File: config.mk
export PLATFORM = sky130hd
export DESIGN_NAME = dpw_port
export DESIGN_NICKNAME = d
export VERILOG_FILES = /design/src/hw/dpw_pkg.sv /design/src/hw/dpw_chan.sv /design/src/hw/dpw_port.sv
export SDC_FILE = /design/constraint.sdc
export NUM_CORES = 1
export LEC_CHECK = 0
export BUFFER_PORTS_ARGS = -buffer_cell sky130_fd_sc_hd__buf_2
export CAP_MARGIN = 20
export CORE_MARGIN = 1
export CORE_UTILIZATION = 44
export DETAILED_ROUTE_END_ITERATION = 10
export PLACE_DENSITY_LB_ADDON = 0.3
export SLEW_MARGIN = 20
export SYNTH_ARGS = -nofsm -noshare
export SYNTH_HDL_FRONTEND = slang
export SYNTH_SLANG_ARGS = --single-unit
export TNS_END_PERCENT = 10
File: constraint.sdc
create_clock -name clk -period 2.2 [get_ports clk]
set_input_delay 0.22 -clock clk [delete_from_list [all_inputs] [get_ports clk]]
set_output_delay 0.22 -clock clk [all_outputs]
set_load 0.02 [all_outputs]
File: src/hw/dpw_pkg.sv
// package: constants for the parallel write port of the multi-channel dac
package dpw_pkg;

	// ************************************************************
	// sizes
	// ************************************************************
	localparam int CH_COUNT = 8;   // octal variant channel count
	localparam int ADDR_W   = 3;
	localparam int BUS_W    = 10;
	localparam int SUB_W    = 8;
	localparam int PIN_W    = 18;  // all synchronised pins together

	// ************************************************************
	// bus bit positions
	// ************************************************************
	localparam int CTRL_SEL_BIT  = 0;  // ctrl_reg_sel / data_bus_bit0
	localparam int HALF_SEL_BIT  = 1;  // byte_half_sel
	localparam int MUST_ZERO_BIT = 2;
	localparam int LOAD_FMT_BIT  = 7;
	localparam int CODING_BIT    = 6;
	localparam int PDN_BIT       = 5;
	localparam int SYS_STANDBY_BIT     = 4;
	localparam int SYS_CLEAR_BIT      = 3;
	localparam int BIAS_HI_BIT   = 9;
	localparam int BIAS_LO_BIT   = 8;
	localparam int MAIN_SUB_BIT  = 7;
	localparam int CH_CHANNEL_STANDBY_N_BIT   = 4;
	localparam int CH_CLR_BIT    = 3;
	localparam int UPPER_LSB     = 2;  // low end of the 8-bit field
	localparam int LO_SRC_MSB    = 3;  // byte mode low bits source
	localparam int LO_SRC_LSB    = 2;
	localparam int LO_DST_MSB    = 1;

	// ************************************************************
	// reset and clear values
	// ************************************************************
	localparam logic RST_LOAD_FMT   = 1'b0;
	localparam logic RST_CODING     = 1'b0;
	localparam logic RST_PDN        = 1'b1;
	localparam logic RST_SYS_STANDBY      = 1'b1;
	localparam logic RST_SYS_CLEAR       = 1'b0;
	localparam logic RST_BIAS       = 1'b0;
	localparam logic RST_MAIN_SUB   = 1'b0;
	localparam logic RST_CH_CHANNEL_STANDBY_N_N  = 1'b1;
	localparam logic RST_CH_CLR     = 1'b1;
	localparam logic [PIN_W-1:0] RST_PINS = 18'h3FFFF;
	localparam logic [BUS_W-1:0] MAIN_CLEAR_CODE = 10'h000;
	localparam logic [SUB_W-1:0] SUB_MID_OFFSET  = 8'h80;
	localparam logic [SUB_W-1:0] SUB_MID_TWOS    = 8'h00;

endpackage

File: src/hw/dpw_chan.sv
// module: one channel's control, data and dac registers
module dpw_chan
	import dpw_pkg::*;
(
	input  wire logic             clk,
	input  wire logic             reset_n,
	input  wire logic             ctrl_we,
	input  wire logic             main_we,
	input  wire logic             main_hi_we,
	input  wire logic             main_lo_we,
	input  wire logic             sub_we,
	input  wire logic [BUS_W-1:0] bus_in,
	input  wire logic             load_n_in,
	input  wire logic             clear_n_in,
	input  wire logic             coding_sel,
	output logic                  bias_hi_q,
	output logic                  bias_lo_q,
	output logic                  main_sub_q,
	output logic                  channel_standby_n_n_q,
	output logic                  chan_clr_q,
	output logic      [BUS_W-1:0] main_dac_q,
	output logic      [SUB_W-1:0] sub_dac_q
);

	logic             bias_hi_d;
	logic             bias_lo_d;
	logic             main_sub_d;
	logic             channel_standby_n_n_d;
	logic             chan_clr_d;
	logic [BUS_W-1:0] main_data_q;
	logic [BUS_W-1:0] main_data_d;
	logic [SUB_W-1:0] sub_data_q;
	logic [SUB_W-1:0] sub_data_d;
	logic [BUS_W-1:0] main_dac_d;
	logic [SUB_W-1:0] sub_dac_d;
	logic [SUB_W-1:0] sub_mid;

	// ************************************************************
	// next state
	// ************************************************************
	// the hardware clear is applied last so it beats any data write or load
	always_comb
	begin
		bias_hi_d   = bias_hi_q;
		bias_lo_d   = bias_lo_q;
		main_sub_d  = main_sub_q;
		channel_standby_n_n_d    = channel_standby_n_n_q;
		chan_clr_d  = chan_clr_q;
		main_data_d = main_data_q;
		sub_data_d  = sub_data_q;
		main_dac_d  = main_dac_q;
		sub_dac_d   = sub_dac_q;
		sub_mid     = coding_sel ? SUB_MID_OFFSET : SUB_MID_TWOS;
		if (ctrl_we)
		begin
			bias_hi_d  = bus_in[BIAS_HI_BIT];
			bias_lo_d  = bus_in[BIAS_LO_BIT];
			main_sub_d = bus_in[MAIN_SUB_BIT];
			channel_standby_n_n_d   = bus_in[CH_CHANNEL_STANDBY_N_BIT];
			chan_clr_d = bus_in[CH_CLR_BIT];
		end
		if (main_we)
			main_data_d = bus_in;
		if (main_hi_we)
			main_data_d[BUS_W-1:UPPER_LSB] = bus_in[BUS_W-1:UPPER_LSB];
		if (main_lo_we)
			main_data_d[LO_DST_MSB:0] = bus_in[LO_SRC_MSB:LO_SRC_LSB];
		if (sub_we)
			sub_data_d = bus_in[BUS_W-1:UPPER_LSB];
		// dac registers follow the data registers while load is low
		if (!load_n_in)
		begin
			main_dac_d = main_data_q;
			sub_dac_d  = sub_data_q;
		end
		if (!clear_n_in)
		begin
			main_data_d = MAIN_CLEAR_CODE;
			main_dac_d  = MAIN_CLEAR_CODE;
			sub_data_d  = sub_mid;
			sub_dac_d   = sub_mid;
		end
	end

	// ************************************************************
	// registers
	// ************************************************************
	// power-on defaults of the channel fields
	always_ff @(posedge clk or negedge reset_n)
	begin
		if (!reset_n)
		begin
			bias_hi_q   <= RST_BIAS;
			bias_lo_q   <= RST_BIAS;
			main_sub_q  <= RST_MAIN_SUB;
			channel_standby_n_n_q    <= RST_CH_CHANNEL_STANDBY_N_N;
			chan_clr_q  <= RST_CH_CLR;
			main_data_q <= MAIN_CLEAR_CODE;
			sub_data_q  <= SUB_MID_TWOS;
			main_dac_q  <= MAIN_CLEAR_CODE;
			sub_dac_q   <= SUB_MID_TWOS;
		end
		else
		begin
			bias_hi_q   <= bias_hi_d;
			bias_lo_q   <= bias_lo_d;
			main_sub_q  <= main_sub_d;
			channel_standby_n_n_q    <= channel_standby_n_n_d;
			chan_clr_q  <= chan_clr_d;
			main_data_q <= main_data_d;
			sub_data_q  <= sub_data_d;
			main_dac_q  <= main_dac_d;
			sub_dac_q   <= sub_dac_d;
		end
	end

endmodule

File: src/hw/dpw_port.sv
// module: parallel write port decoding host writes into dac registers
//
// Operation
// - cs and write strobe with address and mode load the selected register
// - outputs come only from dac registers, copied from data on load
// - select pin high means data registers, low means control registers
// - ten-bit mode: stored main_sub_sel picks main or sub data register
// - control write: bus bit 0 low is system, high is channel
// - hardware clear forces main codes to the all-zero code
// - hardware clear forces sub codes to their midscale code
// - control words carry fields in bits 9..3, bit 2 must be zero, bit 0 steers
// - system fields: load_format, coding, power down, standby, clear
// - channel fields: bias selects, main_sub_sel, standby, clear
// - ten-bit mode: main takes all ten bits, sub takes bits 9..2
// - byte mode, bit 1 low: bits 9..2 become main upper byte
// - byte mode, bit 1 high: bits 3..2 become main low bits
// - byte mode: bus bit 0 picks main or sub, stored bit unused
// - sub write takes bits 9..2, bit 1 ignored, bit 0 selects in byte mode
// - each channel owns its control register, only addressed one changes
// - quad variant decodes two address pins for channels A to D
// - octal variant decodes three address pins for channels A to H
// - load_format zero is ten-bit loading, one is byte loading
// - byte mode: bit 0 low writes main, high writes sub
// - coding_sel zero is twos complement, one offset binary, all channels
// - reset: power_down_n, sys_standby, channel standby_n and clear set
module dpw_port
	import dpw_pkg::*;
#(
	parameter bit QUAD_VARIANT = 1'b0
)
(
	input  wire logic                  clk,
	input  wire logic                  reset_n,
	input  wire logic                  cs_n,
	input  wire logic                  wr_n,
	input  wire logic                  data_space_sel,
	input  wire logic                  addr_bit2,
	input  wire logic                  addr_bit1,
	input  wire logic                  addr_bit0,
	input  wire logic      [BUS_W-1:0] data_bus,
	input  wire logic                  load_outputs_n,
	input  wire logic                  hw_clear_n,
	output logic                       load_format,
	output logic                       coding_sel,
	output logic                       power_down_n,
	output logic                       sys_standby,
	output logic                       sys_clear,
	output logic        [CH_COUNT-1:0] bias_sel_hi,
	output logic        [CH_COUNT-1:0] bias_sel_lo,
	output logic        [CH_COUNT-1:0] main_sub_sel,
	output logic        [CH_COUNT-1:0] channel_standby_n,
	output logic        [CH_COUNT-1:0] channel_clear,
	output logic [CH_COUNT*BUS_W-1:0] main_dac_code,
	output logic [CH_COUNT*SUB_W-1:0] sub_dac_code
);

	// ************************************************************
	// pin synchronisers
	// ************************************************************
	logic [PIN_W-1:0]  pins_s1_q;
	logic [PIN_W-1:0]  pins_s2_q;
	logic [PIN_W-1:0]  pins_raw;
	logic              wr_prev_q;
	logic              wr_prev_d;
	logic              cs_s;
	logic              wr_s;
	logic              mode_s;
	logic [ADDR_W-1:0] addr_s;
	logic [BUS_W-1:0]  bus_s;
	logic              load_n_s;
	logic              clr_n_s;

	// all host pins are asynchronous, so every one passes two flops
	assign pins_raw = {cs_n, wr_n, data_space_sel, addr_bit2, addr_bit1,
		addr_bit0, data_bus, load_outputs_n, hw_clear_n};
	assign {cs_s, wr_s, mode_s, addr_s, bus_s, load_n_s, clr_n_s} =
		pins_s2_q;
	assign wr_prev_d = wr_s;

	// sync chain plus the strobe history for edge detection
	always_ff @(posedge clk or negedge reset_n)
	begin
		if (!reset_n)
		begin
			pins_s1_q <= RST_PINS;
			pins_s2_q <= RST_PINS;
			wr_prev_q <= 1'b1;
		end
		else
		begin
			pins_s1_q <= pins_raw;
			pins_s2_q <= pins_s1_q;
			wr_prev_q <= wr_prev_d;
		end
	end

	// ************************************************************
	// write decode
	// ************************************************************
	logic                wr_ev;
	logic [ADDR_W-1:0]   ch_idx;
	logic                sys_we;
	logic                ctrl_ok;
	logic [CH_COUNT-1:0] ctrl_we_v;
	logic [CH_COUNT-1:0] main_we_v;
	logic [CH_COUNT-1:0] hi_we_v;
	logic [CH_COUNT-1:0] lo_we_v;
	logic [CH_COUNT-1:0] sub_we_v;
	logic [CH_COUNT-1:0] ms_sel;
	logic                load_format_q;
	logic                load_format_d;
	logic                coding_q;
	logic                coding_d;
	logic                pdn_q;
	logic                pdn_d;
	logic                sys_standby_q;
	logic                sys_standby_d;
	logic                sys_clear_q;
	logic                sys_clear_d;

	// the strobe edge is taken on synced copies; the host must hold data,
	// address and mode steady for a few clocks around it
	assign wr_ev = wr_s & ~wr_prev_q & ~cs_s;

	// quad parts ignore the top address pin
	assign ch_idx = QUAD_VARIANT ? {1'b0, addr_s[ADDR_W-2:0]}
		: addr_s;

	// a control word with the must-be-zero bit set is dropped
	assign ctrl_ok = wr_ev & ~mode_s & ~bus_s[MUST_ZERO_BIT];
	assign sys_we  = ctrl_ok & ~bus_s[CTRL_SEL_BIT];

	// one-hot strobes to the channels
	always_comb
	begin
		ctrl_we_v = '0;
		main_we_v = '0;
		hi_we_v   = '0;
		lo_we_v   = '0;
		sub_we_v  = '0;
		if (ctrl_ok && bus_s[CTRL_SEL_BIT])
			ctrl_we_v[ch_idx] = 1'b1;
		if (wr_ev && mode_s)
		begin
			if (load_format_q)
			begin
				if (bus_s[CTRL_SEL_BIT])
					sub_we_v[ch_idx] = 1'b1;
				else if (bus_s[HALF_SEL_BIT])
					lo_we_v[ch_idx] = 1'b1;
				else
					hi_we_v[ch_idx] = 1'b1;
			end
			else if (ms_sel[ch_idx])
				sub_we_v[ch_idx] = 1'b1;
			else
				main_we_v[ch_idx] = 1'b1;
		end
	end

	// ************************************************************
	// system control register
	// ************************************************************
	// bits 9, 8 and 1 of a system write are don't-care
	always_comb
	begin
		load_format_d = load_format_q;
		coding_d      = coding_q;
		pdn_d         = pdn_q;
		sys_standby_d       = sys_standby_q;
		sys_clear_d        = sys_clear_q;
		if (sys_we)
		begin
			load_format_d = bus_s[LOAD_FMT_BIT];
			coding_d      = bus_s[CODING_BIT];
			pdn_d         = bus_s[PDN_BIT];
			sys_standby_d       = bus_s[SYS_STANDBY_BIT];
			sys_clear_d        = bus_s[SYS_CLEAR_BIT];
		end
	end

	always_ff @(posedge clk or negedge reset_n)
	begin
		if (!reset_n)
		begin
			load_format_q <= RST_LOAD_FMT;
			coding_q      <= RST_CODING;
			pdn_q         <= RST_PDN;
			sys_standby_q       <= RST_SYS_STANDBY;
			sys_clear_q        <= RST_SYS_CLEAR;
		end
		else
		begin
			load_format_q <= load_format_d;
			coding_q      <= coding_d;
			pdn_q         <= pdn_d;
			sys_standby_q       <= sys_standby_d;
			sys_clear_q        <= sys_clear_d;
		end
	end

	assign load_format  = load_format_q;
	assign coding_sel   = coding_q;
	assign power_down_n = pdn_q;
	assign sys_standby  = sys_standby_q;
	assign sys_clear    = sys_clear_q;
	assign main_sub_sel = ms_sel;

	// ************************************************************
	// channels
	// ************************************************************
	// all channels share one coding choice and one load and clear level
	genvar gi;
	generate
		for (gi = 0; gi < CH_COUNT; gi++)
		begin : g_ch
			dpw_chan u_chan (
				.clk        (clk),
				.reset_n    (reset_n),
				.ctrl_we    (ctrl_we_v[gi]),
				.main_we    (main_we_v[gi]),
				.main_hi_we (hi_we_v[gi]),
				.main_lo_we (lo_we_v[gi]),
				.sub_we     (sub_we_v[gi]),
				.bus_in     (bus_s),
				.load_n_in  (load_n_s),
				.clear_n_in (clr_n_s),
				.coding_sel (coding_q),
				.bias_hi_q  (bias_sel_hi[gi]),
				.bias_lo_q  (bias_sel_lo[gi]),
				.main_sub_q (ms_sel[gi]),
				.channel_standby_n_n_q   (channel_standby_n[gi]),
				.chan_clr_q (channel_clear[gi]),
				.main_dac_q (main_dac_code[gi*BUS_W +: BUS_W]),
				.sub_dac_q  (sub_dac_code[gi*SUB_W +: SUB_W])
			);
		end
	endgenerate

	// ************************************************************
	// checks
	// ************************************************************
	logic [ADDR_W-1:0] last_idx_q;
	logic [BUS_W-1:0]  last_bus_q;

	// remembers the last accepted write for the checks below
	always_ff @(posedge clk or negedge reset_n)
	begin
		if (!reset_n)
		begin
			last_idx_q <= '0;
			last_bus_q <= '0;
		end
		else if (wr_ev)
		begin
			last_idx_q <= ch_idx;
			last_bus_q <= bus_s;
		end
	end
endmodule

==> impl_metrics.json <==
{
  "status": "finished, violations left",
  "violations": "negative setup slack",
  "slew_viol_final": 0,
  "ios": 209,
  "crit_path_top_delay_cell": "dfstp_2",
  "cap_violations": 0,
  "dp.cells": 1895,
  "synth_cells": 1297,
  "ys_async_sr_fraction": 1.000,
  "wl_mm": 40.49,
  "r2r_slack_ns": -0.13,
  "synth_area_per_cell_um2": 12.11,
  "worst_pin_slew_ns": 1.169,
  "die_w_um": 191.0,
  "synth_nets": 1317,
  "clk_pin_slew_worst_paths_ns": 0.06,
  "fin_area_mm2": 0.01900,
  "final_nets": 1526,
  "ys_seq_area_frac": 0.5937,
  "slew_headroom": 0.2198,
  "postRouteAntennaNets": 0,
  "place.port_buffers": 208,
  "hold_path_class": "primary input to asynchronous set/reset pin",
  "drtPass1Iterations": 5,
  "fmax_mhz": 429.1,
  "period_needed_ns": 2.330,
  "ys_ff_latch": 370,
  "core-area_mm2": 0.03480,
  "yosys-top-cells-area": "dfrtp_1 50%, mux2i_1 13%, dfstp_2 9.2%",
  "crit_fanout": 8,
  "cts_made_buffers": 40,
  "root_buffer": "clkbuf_16",
  "antenna_found_initial": 0,
  "wl_per_cell_um": 20.34,
  "dpl-instance-area_mm2": 0.01733,
  "via_count": 10543,
  "cp_cell_sequence": "mux2_4 > a221o_1 > a221oi_4 > buf_4 > clkbuf_16 > o21ai_4 > mux2i_1",
  "cp.required_ns": 2.58,
  "dieArea_mm2": 0.03646,
  "endpoint_kind": "flip-flop",
  "drt_iter0_drc": 699,
  "use_met1": 0.3175,
  "antenna-diode-count": 0,
  "rows": 68,
  "peakVddDrop_v": 0.0006691,
  "grt_use_met3": 0.04424,
  "cts_sinks": 370,
  "drive_gt1_frac": 0.3073,
  "die_y_um": 191.0,
  "yosys_most_used_dff": "dfrtp_1",
  "cts_buffer_depth": 3,
  "power.total_mw": 15.37,
  "yosys.area.top_type": "dfrtp_1",
  "rsz0062_at_grt": "true",
  "clk_latency_ns": 0.53,
  "busiest_layer": "met2",
  "cts_tree": "done",
  "setup_ws_ns": -0.1303,
  "stdcell_count": 1991,
  "h-tree-depth": 2,
  "clock-skew-final_ns": 0.02146,
  "yosysWarnings": 0,
  "grtUsageMet2": 0.3471,
  "drcViolationCount": 0,
  "grt_usage": 0.2242,
  "final_util": 0.5461,
  "gp_congestion": 0.8367,
  "arrival_ns": 2.71,
  "viasPerCell": 5.295,
  "ys_types": 42,
  "hpwl_mm": 26.49,
  "setup_viol": 94,
  "criticalPathCategory": "flip-flop to flip-flop",
  "start_kind": "flip-flop",
  "netlist_area_mm2": 0.01571,
  "max_stage_delay_ns": 0.55,
  "p_per_area_mw_per_mm2": 808.7,
  "period_share": 1.059,
  "grt_max_degree": 118,
  "fin_setup_tns_ns": -7.223,
  "gr-total-overflow": 0,
  "grt_pass1_wl_mm": 62.89,
  "finalHoldViolCount": 0,
  "synth_enable_flop_cells": 0,
  "yosysTopAreaCellShare": 0.5018,
  "syn_to_final_growth_pct": 20.95,
  "initial_core_util": 0.4515,
  "first_global_vias": 10572,
  "power_leakage_nw": 9.589
}
logic make-up (layout without fill, tap and decap cells):
kind of cell	Yosys count	count (layout)	share of synthesized area
AOI/OAI and AO/OA	173	173	0.06953
buffers and inverters	129	368	0.04165
DFF	370	370	0.5937
muxes	271	271	0.1777
and+or+nand+nor	354	354	0.1174
per-stage QoR:
step / hold WS (ns) / setup WS, ns
after detailed placement: 0.2094 / -0.1876
after CTS: 0.2541 / -0.08462
final: 0.2408 / -0.1303
after global placement: 0.2142 / -0.1795
after floorplan: -0.07559 / 0.006915
after global routing: 0.2844 / -0.2251
repair_timing:
action	4_1_cts	5_1_grt
pin swaps	3	16
gates cloned	1	1
hold endpoints to repair	71	0
buffers inserted	3	0
hold buffers	19	0
setup endpoints to repair	109	143
gates resized for setup	22	24
critical path, delay by kind of cell, from the launching register on:
family	cells	cell delay, ns
AO/OA/AOI/OAI	3	0.78
flip-flops	1	0.55
multiplexers	2	0.49
buffers and inverters	2	0.37
worst paths after layout:
| path | start | to | cells past startpoint |
|---|---|---|---|
| setup / recovery | pins_s2_q[12] | g_ch[1].u_chan.main_data_q[6] | 7 |
| hold / removal | reset_n | g_ch[4].u_chan.main_dac_q[5] | 2 |
| setup reg to reg | pins_s2_q[12] | g_ch[1].u_chan.main_data_q[6] | 7 |
| hold reg to reg | pins_s1_q[5] | pins_s2_q[5] | 0 |
| max in group asynchronous | reset_n | g_ch[4].u_chan.chan_clr_q | 3 |
| min in group clk | data_bus[4] | pins_s1_q[6] | 2 |
metal layers:
metal	wire [um]	up-vias	part of all wire
li1	-	4842	-
met4	1057	0	0.026
met2	18710	322	0.46
met1	18120	5311	0.45
met5	0	-	0
met3	2599	68	0.064
cell usage in the layout, fill, tap and decap left out, drive strengths merged, types with 2 or more instances in the layout:
| master | n |
|---|---|
| dfrtp | 315 |
| buf | 275 |
| mux2i | 208 |
| nor2b | 137 |
| nand2 | 108 |
| o21ai | 85 |
| nand3 | 64 |
| clkbuf | 64 |
| mux2 | 63 |
| a21boi | 56 |
| dfstp | 55 |
| nor2 | 20 |
| dlygate4sd3 | 19 |
| a21oi | 15 |
| a31oi | 8 |
| clkinv | 6 |
| nand3b | 4 |
| and3b | 3 |
| nor3b | 3 |
| or3b | 2 |
| nand2b | 2 |
| nor3 | 2 |
| o31ai | 2 |
| nand4 | 2 |
| clkinvlp | 2 |
| a221o | 2 |
Yosys cell counts (2+ instances only):
master	number
dfrtp_1	315
mux2i_1	208
nor2b_1	137
nand2_1	108
o21ai_0	70
nand3_1	64
mux2_2	62
clkbuf_1	59
dfstp_2	55
a21boi_0	50
buf_4	41
buf_1	21
nor2_1	20
a21oi_1	15
a31oi_1	8
o21ai_1	8
buf_2	7
o21ai_2	7
a21boi_1	6
nand3b_1	4
and3b_1	3
nor3b_1	3
a221o_1	2
nand2b_1	2
nand4_1	2
nor3_1	2
o31ai_1	2
or3b_2	2
registers in the layout, indices dropped and copies added, names as in the netlist:
signal	count
g_ch.u_chan.bias_lo_q	8
g_ch.u_chan.sub_data_q	64
power_down_n	1
g_ch.u_chan.main_sub_q	8
g_ch.u_chan.channel_standby_n_n_q	8
g_ch.u_chan.sub_dac_q	64
g_ch.u_chan.main_dac_q	80
sys_standby	1
pins_s2_q	18
coding_sel	1
load_format	1
wr_prev_q	1
sys_clear	1
g_ch.u_chan.main_data_q	80
g_ch.u_chan.bias_hi_q	8
pins_s1_q	18
g_ch.u_chan.chan_clr_q	8
cell type report:
cell class                 instances  area (um^2)
multi-input combinational        798         5799
tap                              455        569.3
fill                            2924        15800
timing repair buffer             296         1992
sequential                       370         9335
clock inverter                     9        77.57
clock buffer                      63         1229
report_power, final:
group          switching [mW]  internal (mW)
registers               0.168           7.05
logic                   0.939          0.603
clock network            2.66           3.95
Note: power is estimated with default switching activity, not from simulation.
